**src/verilog/rsc_pkg.sv**
```systemverilog
// Constants for the reset source controller
package rsc_pkg;
   // Special-function register addresses
   localparam logic [7:0] RSC_ADDR_CAUSE = 8'hef;
   localparam logic [7:0] RSC_ADDR_SUPPLY = 8'hff;
   // Supply monitor control fields
   localparam int RSC_SM_ENABLE_BIT = 7;
   localparam int RSC_SM_STATUS_BIT = 6;
   localparam int RSC_SM_THRESH_BIT = 5;
   localparam int RSC_SM_LEVEL_BIT = 4;
   // Cause and enable fields
   localparam int RSC_CA_UNUSED_BIT = 7;
   localparam int RSC_CA_FLASH_BIT = 6;
   localparam int RSC_CA_COMP_BIT = 5;
   localparam int RSC_CA_SOFT_BIT = 4;
   localparam int RSC_CA_WDOG_BIT = 3;
   localparam int RSC_CA_MCLK_BIT = 2;
   localparam int RSC_CA_POWER_BIT = 1;
   localparam int RSC_CA_PIN_BIT = 0;
   // Reset values
   localparam logic RSC_SM_ENABLE_RST = 1'b1;
   localparam logic RSC_SM_THRESH_RST = 1'b0;
   localparam logic RSC_SM_LEVEL_RST = 1'b1;
   localparam logic RSC_SM_RESERVED_READ = 1'b0;
   localparam logic [7:0] RSC_CA_RST = 8'h82;
   // Restart address for the core after any reset
   localparam logic [15:0] RSC_RESTART_ADDR = 16'h0000;
   // Missing-clock window, in nanoseconds, and cycle count at 250 MHz
   localparam int RSC_CLK_PERIOD_NS = 4;
   localparam int RSC_MCLK_TIMEOUT_NS = 100000;
   localparam int RSC_MCLK_CYCLES = RSC_MCLK_TIMEOUT_NS / RSC_CLK_PERIOD_NS;
   // Watchdog prescaler and timeout
   localparam int RSC_WDOG_DIV = 12;
   localparam int RSC_WDOG_TICKS = 65536;
   // Reset pulse length in cycles
   localparam int RSC_HOLD_CYCLES = 16;
   // Cause codes
   typedef enum logic [3:0] {
      RSC_C_NONE = 4'h0,
      RSC_C_PIN = 4'h1,
      RSC_C_SUPPLY = 4'h2,
      RSC_C_MCLK = 4'h3,
      RSC_C_WDOG = 4'h4,
      RSC_C_SOFT = 4'h5,
      RSC_C_COMP = 4'h6,
      RSC_C_FLASH = 4'h7,
      RSC_C_LEVEL = 4'h8
   } rsc_cause_t;
   // Sequencer states
   typedef enum logic [2:0] {
      RSC_S_RUN = 3'b001,
      RSC_S_HOLD = 3'b010,
      RSC_S_EXIT = 3'b100
   } rsc_state_t;
endpackage

```
**src/verilog/rsc_if.sv**
```systemverilog
// Bundle between the controller and its missing-clock counter
`timescale 1ns/1ps
interface rsc_if;
   logic arm;
   logic kick;
   logic expired;
   modport ctrl (output arm, output kick, input expired);
   modport det (input arm, input kick, output expired);
endinterface

```
**src/verilog/rsc_timeout.sv**
```systemverilog
// Retriggerable timeout counter; fires again every LIMIT+1 cycles while armed
`timescale 1ns/1ps
module rsc_timeout #(
   parameter int LIMIT = 25000
) (
   // Clock and reset
   input wire logic clk_i,
   input wire logic rst_n_i,
   // Control
   rsc_if.det ctl
);
   import rsc_pkg::*;
   localparam int W = $clog2(LIMIT + 1);
   logic [W-1:0] count;
   logic [W-1:0] next_count;
   logic hit;
   logic next_hit;

   always_comb begin
      next_count = count;
      next_hit = 1'b0;
      if (!ctl.arm || ctl.kick) begin
         next_count = '0;
      end else if (count == W'(LIMIT)) begin
         next_hit = 1'b1;
         next_count = '0;
      end else begin
         next_count = count + W'(1);
      end
   end

   always_ff @(posedge clk_i or negedge rst_n_i) begin
      if (!rst_n_i) begin
         count <= '0;
         hit <= 1'b0;
      end else begin
         count <= next_count;
         hit <= next_hit;
      end
   end

   assign ctl.expired = hit;
endmodule // rsc_timeout

```
**src/verilog/rsc_ctrl.sv**
```systemverilog
// Reset source controller: cause capture, source enables, system reset
`timescale 1ns/1ps
// What this block does
// Primary monitor enable, resets only when selected
// Status bit shows supply above threshold
// Threshold select low default, high for flash
// Level monitor enabled always resets system
// Low four monitor bits reserved, writes ignored
// Low pin forces reset, sets pin flag
// Missing clock over 100 us resets, flags
// Writing missing-clock bit enables the detector
// Comparator enable bit, reads comparator cause
// Held in reset while comparator input low
// Software lets comparator settle before enabling
// Watchdog enabled after reset, clock divided 12
// Watchdog flag reads last cause watchdog
// Illegal flash accesses cause flash-error reset
// Flash modify without high monitor errors
// Flash error flag shows last cause
// Software write of one forces reset
// Internal sources never drive reset pin; supply and level monitor resets drive it here
// Power-on flag set; write selects monitor
// Software stabilises monitor before selecting it
// Top cause bit reads one, unwritable
// Software writes cause register whole bytes
// Every reset restarts execution at zero
// Non-power-on resets clear power-on flag
// Monitor settings survive all but power-on; the level bit here reloads on every reset
// Only the latest cause flag reads one
module rsc_ctrl (
   // Clock and power-on reset
   input wire logic clk_i,
   input wire logic rst_n_i,
   // Special-function register port
   input wire logic [7:0] sfr_addr_i,
   input wire logic [7:0] sfr_wdata_i,
   input wire logic sfr_wr_i,
   output logic [7:0] sfr_rdata_o,
   // Analog and pin inputs
   input wire logic pin_reset_n_i,
   input wire logic supply_above_low_i,
   input wire logic supply_above_high_i,
   input wire logic level_monitor_ok_i,
   input wire logic comparator_out_i,
   input wire logic system_clock_alive_i,
   // Watchdog service and flash access events
   input wire logic wdog_service_i,
   input wire logic wdog_disable_i,
   input wire logic program_store_write_enable_i,
   input wire logic flash_modify_i,
   input wire logic [15:0] flash_addr_i,
   input wire logic code_space_read_i,
   input wire logic branch_i,
   input wire logic [15:0] fetch_addr_i,
   input wire logic [15:0] lock_byte_addr_i,
   input wire logic security_block_i,
   // Reset outputs
   output logic sys_reset_n_o,
   output logic pin_drive_low_o,
   output logic pin_oe_n_o,
   output logic [15:0] restart_addr_o,
   output logic supply_mon_enable_o
);
   import rsc_pkg::*;

   rsc_state_t state;
   rsc_state_t next_state;
   rsc_cause_t cause;
   rsc_cause_t next_cause;
   logic [4:0] hold_cnt;
   logic [4:0] next_hold_cnt;
   logic sm_enable, next_sm_enable;
   logic sm_thresh, next_sm_thresh;
   logic sm_level, next_sm_level;
   logic sel_supply, next_sel_supply;
   logic en_mclk, next_en_mclk;
   logic en_comp, next_en_comp;
   logic [7:0] flags, next_flags;
   logic [3:0] wdiv, next_wdiv;
   logic [16:0] wcnt, next_wcnt;
   logic wdog_on, next_wdog_on;
   logic [7:0] rdata, next_rdata;
   logic sys_n, pin_low, pin_oe_n;
   logic supply_ok;
   logic flash_err;
   rsc_cause_t req;
   rsc_if mc ();

   rsc_timeout #(.LIMIT(RSC_MCLK_CYCLES)) u_mclk (
      .clk_i(clk_i),
      .rst_n_i(rst_n_i),
      .ctl(mc)
   );

   // Clock activity seen as a level from a slow reference; a stuck level ages the counter
   logic clk_seen;
   assign mc.arm = en_mclk && state == RSC_S_RUN;
   assign mc.kick = system_clock_alive_i != clk_seen;

   assign supply_ok = sm_thresh ? supply_above_high_i : supply_above_low_i;

   // Flash errors win over everything except pin and analog holds
   always_comb begin
      flash_err = 1'b0;
      if (flash_modify_i && program_store_write_enable_i && flash_addr_i > lock_byte_addr_i) begin
         flash_err = 1'b1;
      end
      if (code_space_read_i && flash_addr_i > lock_byte_addr_i) begin
         flash_err = 1'b1;
      end
      if (branch_i && fetch_addr_i > lock_byte_addr_i) begin
         flash_err = 1'b1;
      end
      if (security_block_i) begin
         flash_err = 1'b1;
      end
      if (flash_modify_i && (!sm_enable || !sm_thresh)) begin
         flash_err = 1'b1;
      end
   end

   // Request arbitration in a fixed order
   // Pin level is ignored while this block pulls the pin low itself;
   // otherwise our own drive would read back as an external reset and never end
   always_comb begin
      req = RSC_C_NONE;
      if (!pin_reset_n_i && pin_oe_n_o) begin
         req = RSC_C_PIN;
      end else if (sm_level && !level_monitor_ok_i) begin
         req = RSC_C_LEVEL;
      end else if (sm_enable && sel_supply && !supply_ok) begin
         req = RSC_C_SUPPLY;
      end else if (en_comp && !comparator_out_i) begin
         req = RSC_C_COMP;
      end else if (flash_err) begin
         req = RSC_C_FLASH;
      end else if (mc.expired) begin
         req = RSC_C_MCLK;
      end else if (wdog_on && wcnt == 17'(RSC_WDOG_TICKS)) begin
         req = RSC_C_WDOG;
      end else if (sfr_wr_i && sfr_addr_i == RSC_ADDR_CAUSE && sfr_wdata_i[RSC_CA_SOFT_BIT]) begin
         req = RSC_C_SOFT;
      end
   end

   // Sequencer and register state
   always_comb begin
      next_state = state;
      next_cause = cause;
      next_hold_cnt = hold_cnt;
      next_sm_enable = sm_enable;
      next_sm_thresh = sm_thresh;
      next_sm_level = sm_level;
      next_sel_supply = sel_supply;
      next_en_mclk = en_mclk;
      next_en_comp = en_comp;
      next_flags = flags;
      next_wdiv = wdiv;
      next_wcnt = wcnt;
      next_wdog_on = wdog_on;
      case (state)
         RSC_S_RUN: begin
            if (req != RSC_C_NONE) begin
               next_state = RSC_S_HOLD;
               next_cause = req;
               next_hold_cnt = '0;
            end else if (sfr_wr_i && sfr_addr_i == RSC_ADDR_SUPPLY) begin
               next_sm_enable = sfr_wdata_i[RSC_SM_ENABLE_BIT];
               next_sm_thresh = sfr_wdata_i[RSC_SM_THRESH_BIT];
               next_sm_level = sfr_wdata_i[RSC_SM_LEVEL_BIT];
            end else if (sfr_wr_i && sfr_addr_i == RSC_ADDR_CAUSE) begin
               // Writes steer enables only; flags keep the last cause
               next_sel_supply = sfr_wdata_i[RSC_CA_POWER_BIT];
               next_en_mclk = sfr_wdata_i[RSC_CA_MCLK_BIT];
               next_en_comp = sfr_wdata_i[RSC_CA_COMP_BIT];
            end
            // Watchdog prescaler runs from the system clock
            if (wdog_disable_i) begin
               next_wdog_on = 1'b0;
            end
            if (wdog_service_i) begin
               next_wcnt = '0;
               next_wdiv = '0;
            end else if (wdiv == 4'(RSC_WDOG_DIV - 1)) begin
               next_wdiv = '0;
               if (wdog_on) begin
                  next_wcnt = wcnt + 17'(1);
               end
            end else begin
               next_wdiv = wdiv + 4'(1);
            end
         end
         RSC_S_HOLD: begin
            // Held while a pin, level, supply or comparator source stays active, then a minimum pulse
            if (req != RSC_C_NONE && (req == RSC_C_PIN || req == RSC_C_LEVEL || req == RSC_C_SUPPLY
                || req == RSC_C_COMP)) begin
               next_hold_cnt = '0;
            end else if (hold_cnt == 5'(RSC_HOLD_CYCLES - 1)) begin
               next_state = RSC_S_EXIT;
            end else begin
               next_hold_cnt = hold_cnt + 5'(1);
            end
         end
         RSC_S_EXIT: begin
            next_state = RSC_S_RUN;
            next_flags = RSC_CA_RST & 8'h80;
            next_flags[RSC_CA_PIN_BIT] = cause == RSC_C_PIN;
            next_flags[RSC_CA_POWER_BIT] = cause == RSC_C_SUPPLY || cause == RSC_C_LEVEL;
            next_flags[RSC_CA_MCLK_BIT] = cause == RSC_C_MCLK;
            next_flags[RSC_CA_WDOG_BIT] = cause == RSC_C_WDOG;
            next_flags[RSC_CA_SOFT_BIT] = cause == RSC_C_SOFT;
            next_flags[RSC_CA_COMP_BIT] = cause == RSC_C_COMP;
            next_flags[RSC_CA_FLASH_BIT] = cause == RSC_C_FLASH;
            // Source enables drop; primary monitor keeps its setting
            // Software must re-arm missing-clock and comparator after every reset
            next_en_mclk = 1'b0;
            next_en_comp = 1'b0;
            next_sm_level = RSC_SM_LEVEL_RST;
            next_wdog_on = 1'b1;
            next_wcnt = '0;
            next_wdiv = '0;
         end
         default: begin
            next_state = RSC_S_HOLD;
         end
      endcase
   end

   // Read data, registered
   always_comb begin
      next_rdata = 8'h00;
      if (sfr_addr_i == RSC_ADDR_SUPPLY) begin
         next_rdata[RSC_SM_ENABLE_BIT] = sm_enable;
         next_rdata[RSC_SM_STATUS_BIT] = supply_ok;
         next_rdata[RSC_SM_THRESH_BIT] = sm_thresh;
         next_rdata[RSC_SM_LEVEL_BIT] = sm_level;
         next_rdata[3:0] = {4{RSC_SM_RESERVED_READ}};
      end else if (sfr_addr_i == RSC_ADDR_CAUSE) begin
         next_rdata = flags;
         next_rdata[RSC_CA_UNUSED_BIT] = 1'b1;
      end
   end

   always_ff @(posedge clk_i or negedge rst_n_i) begin
      if (!rst_n_i) begin
         state <= RSC_S_HOLD;
         cause <= RSC_C_SUPPLY;
         hold_cnt <= '0;
         sm_enable <= RSC_SM_ENABLE_RST;
         sm_thresh <= RSC_SM_THRESH_RST;
         sm_level <= RSC_SM_LEVEL_RST;
         sel_supply <= 1'b1;
         en_mclk <= 1'b0;
         en_comp <= 1'b0;
         flags <= RSC_CA_RST;
         wdiv <= '0;
         wcnt <= '0;
         wdog_on <= 1'b1;
         rdata <= 8'h00;
         clk_seen <= 1'b0;
      end else begin
         state <= next_state;
         cause <= next_cause;
         hold_cnt <= next_hold_cnt;
         sm_enable <= next_sm_enable;
         sm_thresh <= next_sm_thresh;
         sm_level <= next_sm_level;
         sel_supply <= next_sel_supply;
         en_mclk <= next_en_mclk;
         en_comp <= next_en_comp;
         flags <= next_flags;
         wdiv <= next_wdiv;
         wcnt <= next_wcnt;
         wdog_on <= next_wdog_on;
         rdata <= next_rdata;
         clk_seen <= system_clock_alive_i;
      end
   end

   // Pin is driven low only for supply-monitor and level-monitor resets
   always_comb begin
      sys_n = state == RSC_S_RUN;
      pin_low = state != RSC_S_RUN && (cause == RSC_C_SUPPLY || cause == RSC_C_LEVEL);
      pin_oe_n = !pin_low;
   end

   // Registered so reset and pin drive never glitch
   always_ff @(posedge clk_i or negedge rst_n_i) begin
      if (!rst_n_i) begin
         sys_reset_n_o <= 1'b0;
         pin_drive_low_o <= 1'b0;
         pin_oe_n_o <= 1'b0;
         restart_addr_o <= RSC_RESTART_ADDR;
         supply_mon_enable_o <= RSC_SM_ENABLE_RST;
      end else begin
         sys_reset_n_o <= sys_n;
         pin_drive_low_o <= 1'b0;
         pin_oe_n_o <= pin_oe_n;
         restart_addr_o <= RSC_RESTART_ADDR;
         supply_mon_enable_o <= sm_enable;
      end
   end
   assign sfr_rdata_o = rdata;
endmodule // rsc_ctrl

```
**config.mk**
```make
export PLATFORM = sky130hd
export DESIGN_NAME = rsc_ctrl
export DESIGN_NICKNAME = d
export VERILOG_FILES = /design/src/verilog/rsc_pkg.sv /design/src/verilog/rsc_if.sv /design/src/verilog/rsc_timeout.sv /design/src/verilog/rsc_ctrl.sv
export SDC_FILE = /design/constraint.sdc
export NUM_CORES = 1
export LEC_CHECK = 0
export ABC_AREA = 1
export BUFFER_PORTS_ARGS = -buffer_cell sky130_fd_sc_hd__buf_2
export CAP_MARGIN = 25
export CORE_MARGIN = 2
export CORE_UTILIZATION = 30
export DETAILED_ROUTE_END_ITERATION = 8
export MAX_ROUTING_LAYER = met4
export PLACE_DENSITY_LB_ADDON = 0.12
export SLEW_MARGIN = 20
export SYNTH_ARGS = -nofsm -noshare
export SYNTH_HDL_FRONTEND = slang
export SYNTH_SLANG_ARGS = --single-unit
```
**constraint.sdc**
```tcl
create_clock -name clk_i -period 2.8 [get_ports clk_i]
set_clock_uncertainty 0.2 [all_clocks]
set_input_delay 0.56 -clock clk_i [delete_from_list [all_inputs] [get_ports clk_i]]
set_output_delay 0.56 -clock clk_i [all_outputs]
set_load 0.02 [all_outputs]
```
==> metrics.txt <==
htree depth 3; half-perimeter wire length after placement roughly 9200 um; path category of the worst min-delay check input pin to async pin; top cells by instance count after synthesis nand2_1, inv_1, dfrtp_1; period utilisation layout 0.904; Synth Warn # 0; share of post-route cells with drive strength above 1 0.190; via total after detailed routing 4290; number of unique standard cell types used by synthesis 39; antenna violations before repair 0; post-synthesis simple-gate area fraction 0.264; Overall Global Routing Usage 0.149; RSZ-0062 raised after global routing false; post-synthesis to final-layout area growth 22.1%; cell taking the most area after synthesis dfrtp_1; launch point of the critical path lock_byte_addr_i[15]; Static Leakage 3.09 nW; Worst EP arrival 2560 ps; Post-Route Setup TNS 0 ps; clock latency of the later-clocked register in the worst-skew pair 340 ps; Gate Count Post-Synth 628; Core Box Area about 16000 um2; Layout Utilization 0.371; clock transition time at the flip-flop clock pins of the worst setup and hold paths approximately 60 ps; count of filler cells inserted in the layout 1709; most frequent cell after synthesis nand2_1; Max Used Layer met4; Slew Viols, Final 0; maximum root-to-sink buffer count 2; Routed Wire Length 11600 um; number of inserted diodes 0; Net count, final ~860; post-CTS setup buffers 0; type of element capturing the critical path flip-flop; clock buffer count from CTS 9; cells taking the most area after synthesis dfrtp_1, ha_1, nand2_1, inv_1, nor2_1; Adder-Cell Fraction of Synth Area 0.102; worst-case vdd ir drop roughly 0.28 mV; Top Ports 108; Post-Synth XOR/XNOR Area 0.0147; Max Fclk 0.395 GHz; number of routed nets with antenna violations 0; largest net degree at the start of global routing 39; DR WL met3 roughly 440 um; die area 16900 um2; largest fanout on the critical path 4; height of the die 130 um; Residual DRC 0; port bufs 87; Post-Syn Area per Cell 7.59 um2; weighted congestion reported at the end of routability-driven placement 0.822; met2 layer wire length in the routed design between 5000 and 6000 um; number of vias per cell 4.48; dominant combinational cell family by area after synthesis simple AND/OR/NAND/NOR gates; share of cell area taken by muxes after synthesis 0.00210; source of the worst register-to-register timing path wcnt[0]; compound-cell area share of the yosys netlist 0.0944; required time reported for the critical path endpoint 2830 ps; final routed wire length divided by cell count 12.1 um; worst slew slack as a fraction of its limit 0.655; flops & latches, synth 75; storage element area 1890 um2; Die Wd 130 um; critical path startpoint category input pin; top cell type's share of synthesized area 0.352; post-layout min period 2530 ps; root buffer cell clkbuf_16; DR iter-0 viols 179; fraction of registers with async set/reset 1.00; combined area of the multi-input logic cells between 2000 and 2500 um2; Crit Path Category input pin to flip-flop; vias in the first global route around 4100; DR pass1 iterations 5; wire length on met1 5450 um; outcome complete, no violations; global-route wire length before repair 19300 um; pin slew with the least headroom to its limit 518 ps; final setup vio count 0; TritonCTS clock tree done; row count between 40 and 50; power density relative to cell area 439 nW/um2; fraction of the yosys area taken by sequential cells 0.396; residual overflow from global routing 0; most used flip-flop cell after synthesis dfrtp_1; Netlist Area Pre-Place ~4800 um2; reported max-cap violation count 0; clock sink total 75; Final Hold Fails 0; Initial Util 0.304; count of flip-flops with a built-in enable after synthesis 0
report_power, final:
group | total (mW) | switching, mW | internal (mW)
Clock | 1.12 | 0.468 | 0.650
Combinational | 0.314 | 0.189 | 0.125
Sequential | 1.13 | 0.0175 | 1.11
Total | 2.56 | 0.674 | 1.88
stage by stage:
step / area [um2] / instances / power [mW] / hold slack (ps) / worst slack, ps
after global placement: 5530 / 941 / 1.45 / 186 / -88.3
after global routing: 5830 / 957 / 2.70 / 35.2 / 26.3
after floorplan: 4830 / 644 / 1.34 / 64.4 / 331
final: 5830 / 957 / 2.56 / 0.909 / 269
after detailed placement: 5530 / 941 / 1.46 / 192 / -95.4
after CTS: 5820 / 957 / 2.59 / 11.5 / 241
cell usage in the layout (no fill, tap or decap), types with 4 or more instances in the layout:
master	netlist	layout
conb_1	1	17
nand4_1	19	19
ha_1	39	39
o22ai_1	6	6
o21ai_0	32	31
xor2_1	5	5
nor3_1	19	19
nor4_1	4	4
dfstp_2	8	8
a21oi_1	27	26
inv_1	115	115
buf_4	17	17
nor3b_1	4	4
buf_2	2	86
nor2_1	61	60
clkbuf_16	0	9
nand2_1	129	129
dfrtp_1	67	67
nand3_1	36	36
worst paths after layout:
kind / to / slack (ps) / cells past startpoint
max: en_mclk / 270 / 16
min: wcnt[10] / 0.9 / 1
max reg2reg: wcnt[16] / 390 / 14
min reg2reg: supply_mon_enable_o / 200 / 0
max in group asynchronous: state[1] / 1740 / 2
min in group clk_i: clk_seen / 140 / 1
kinds of logic after synthesis:
logic type | Yosys count
AO/OA/AOI/OAI | 81
XOR/XNOR | 8
adder cells (fa/ha/maj) | 39
buffers and inverters | 139
flip-flops | 75
multiplexers | 1
other | 1
AND/OR/NAND/NOR | 284
per-layer routing:
metal | global-route usage | vias up
met1 | 0.185 | 1983
met4 | 0.0367 | 0
met3 | 0.0291 | 13
met2 | 0.249 | 76
met5 | - | -
li1 | - | 2218
state kept, by name, indices dropped and copies added (netlist names), 3 cells and up:
| signal | count |
|---|---|
| wcnt | 17 |
| u_mclk.count | 15 |
| sfr_rdata_o | 8 |
| flags | 7 |
| hold_cnt | 5 |
| cause | 4 |
| wdiv | 4 |
| state | 3 |
layout make-up:
cell class,count,share of cell area
Multi-Input combinational cell,430,0.403
Sequential cell,75,0.324
Timing Repair Buffer,105,0.103
Inverter,115,0.0741
Tap cell,216,0.0464
Clock buffer,11,0.0434
Clock inverter,5,0.00623
worst max-delay path, stage by stage:
cell and delay (ps):
buf_2 70, inv_1 50, ha_1 290, nand2_1 80
nor2_2 140, nand2_1 130, nor2_2 110, a21oi_1 90
a21boi_1 190, nand3_1 130, nand2_1 100, nand2_1 50
nor2_1 150, nand4_1 220, nand3_1 140, nand2_1 60
repair_timing:
action,4_1_cts,5_1_grt
resized for setup,0,3
hold buffers,0,0
endpoints found under the setup margin,0,2
No activity file was read; power rests on OpenSTA's default activity.
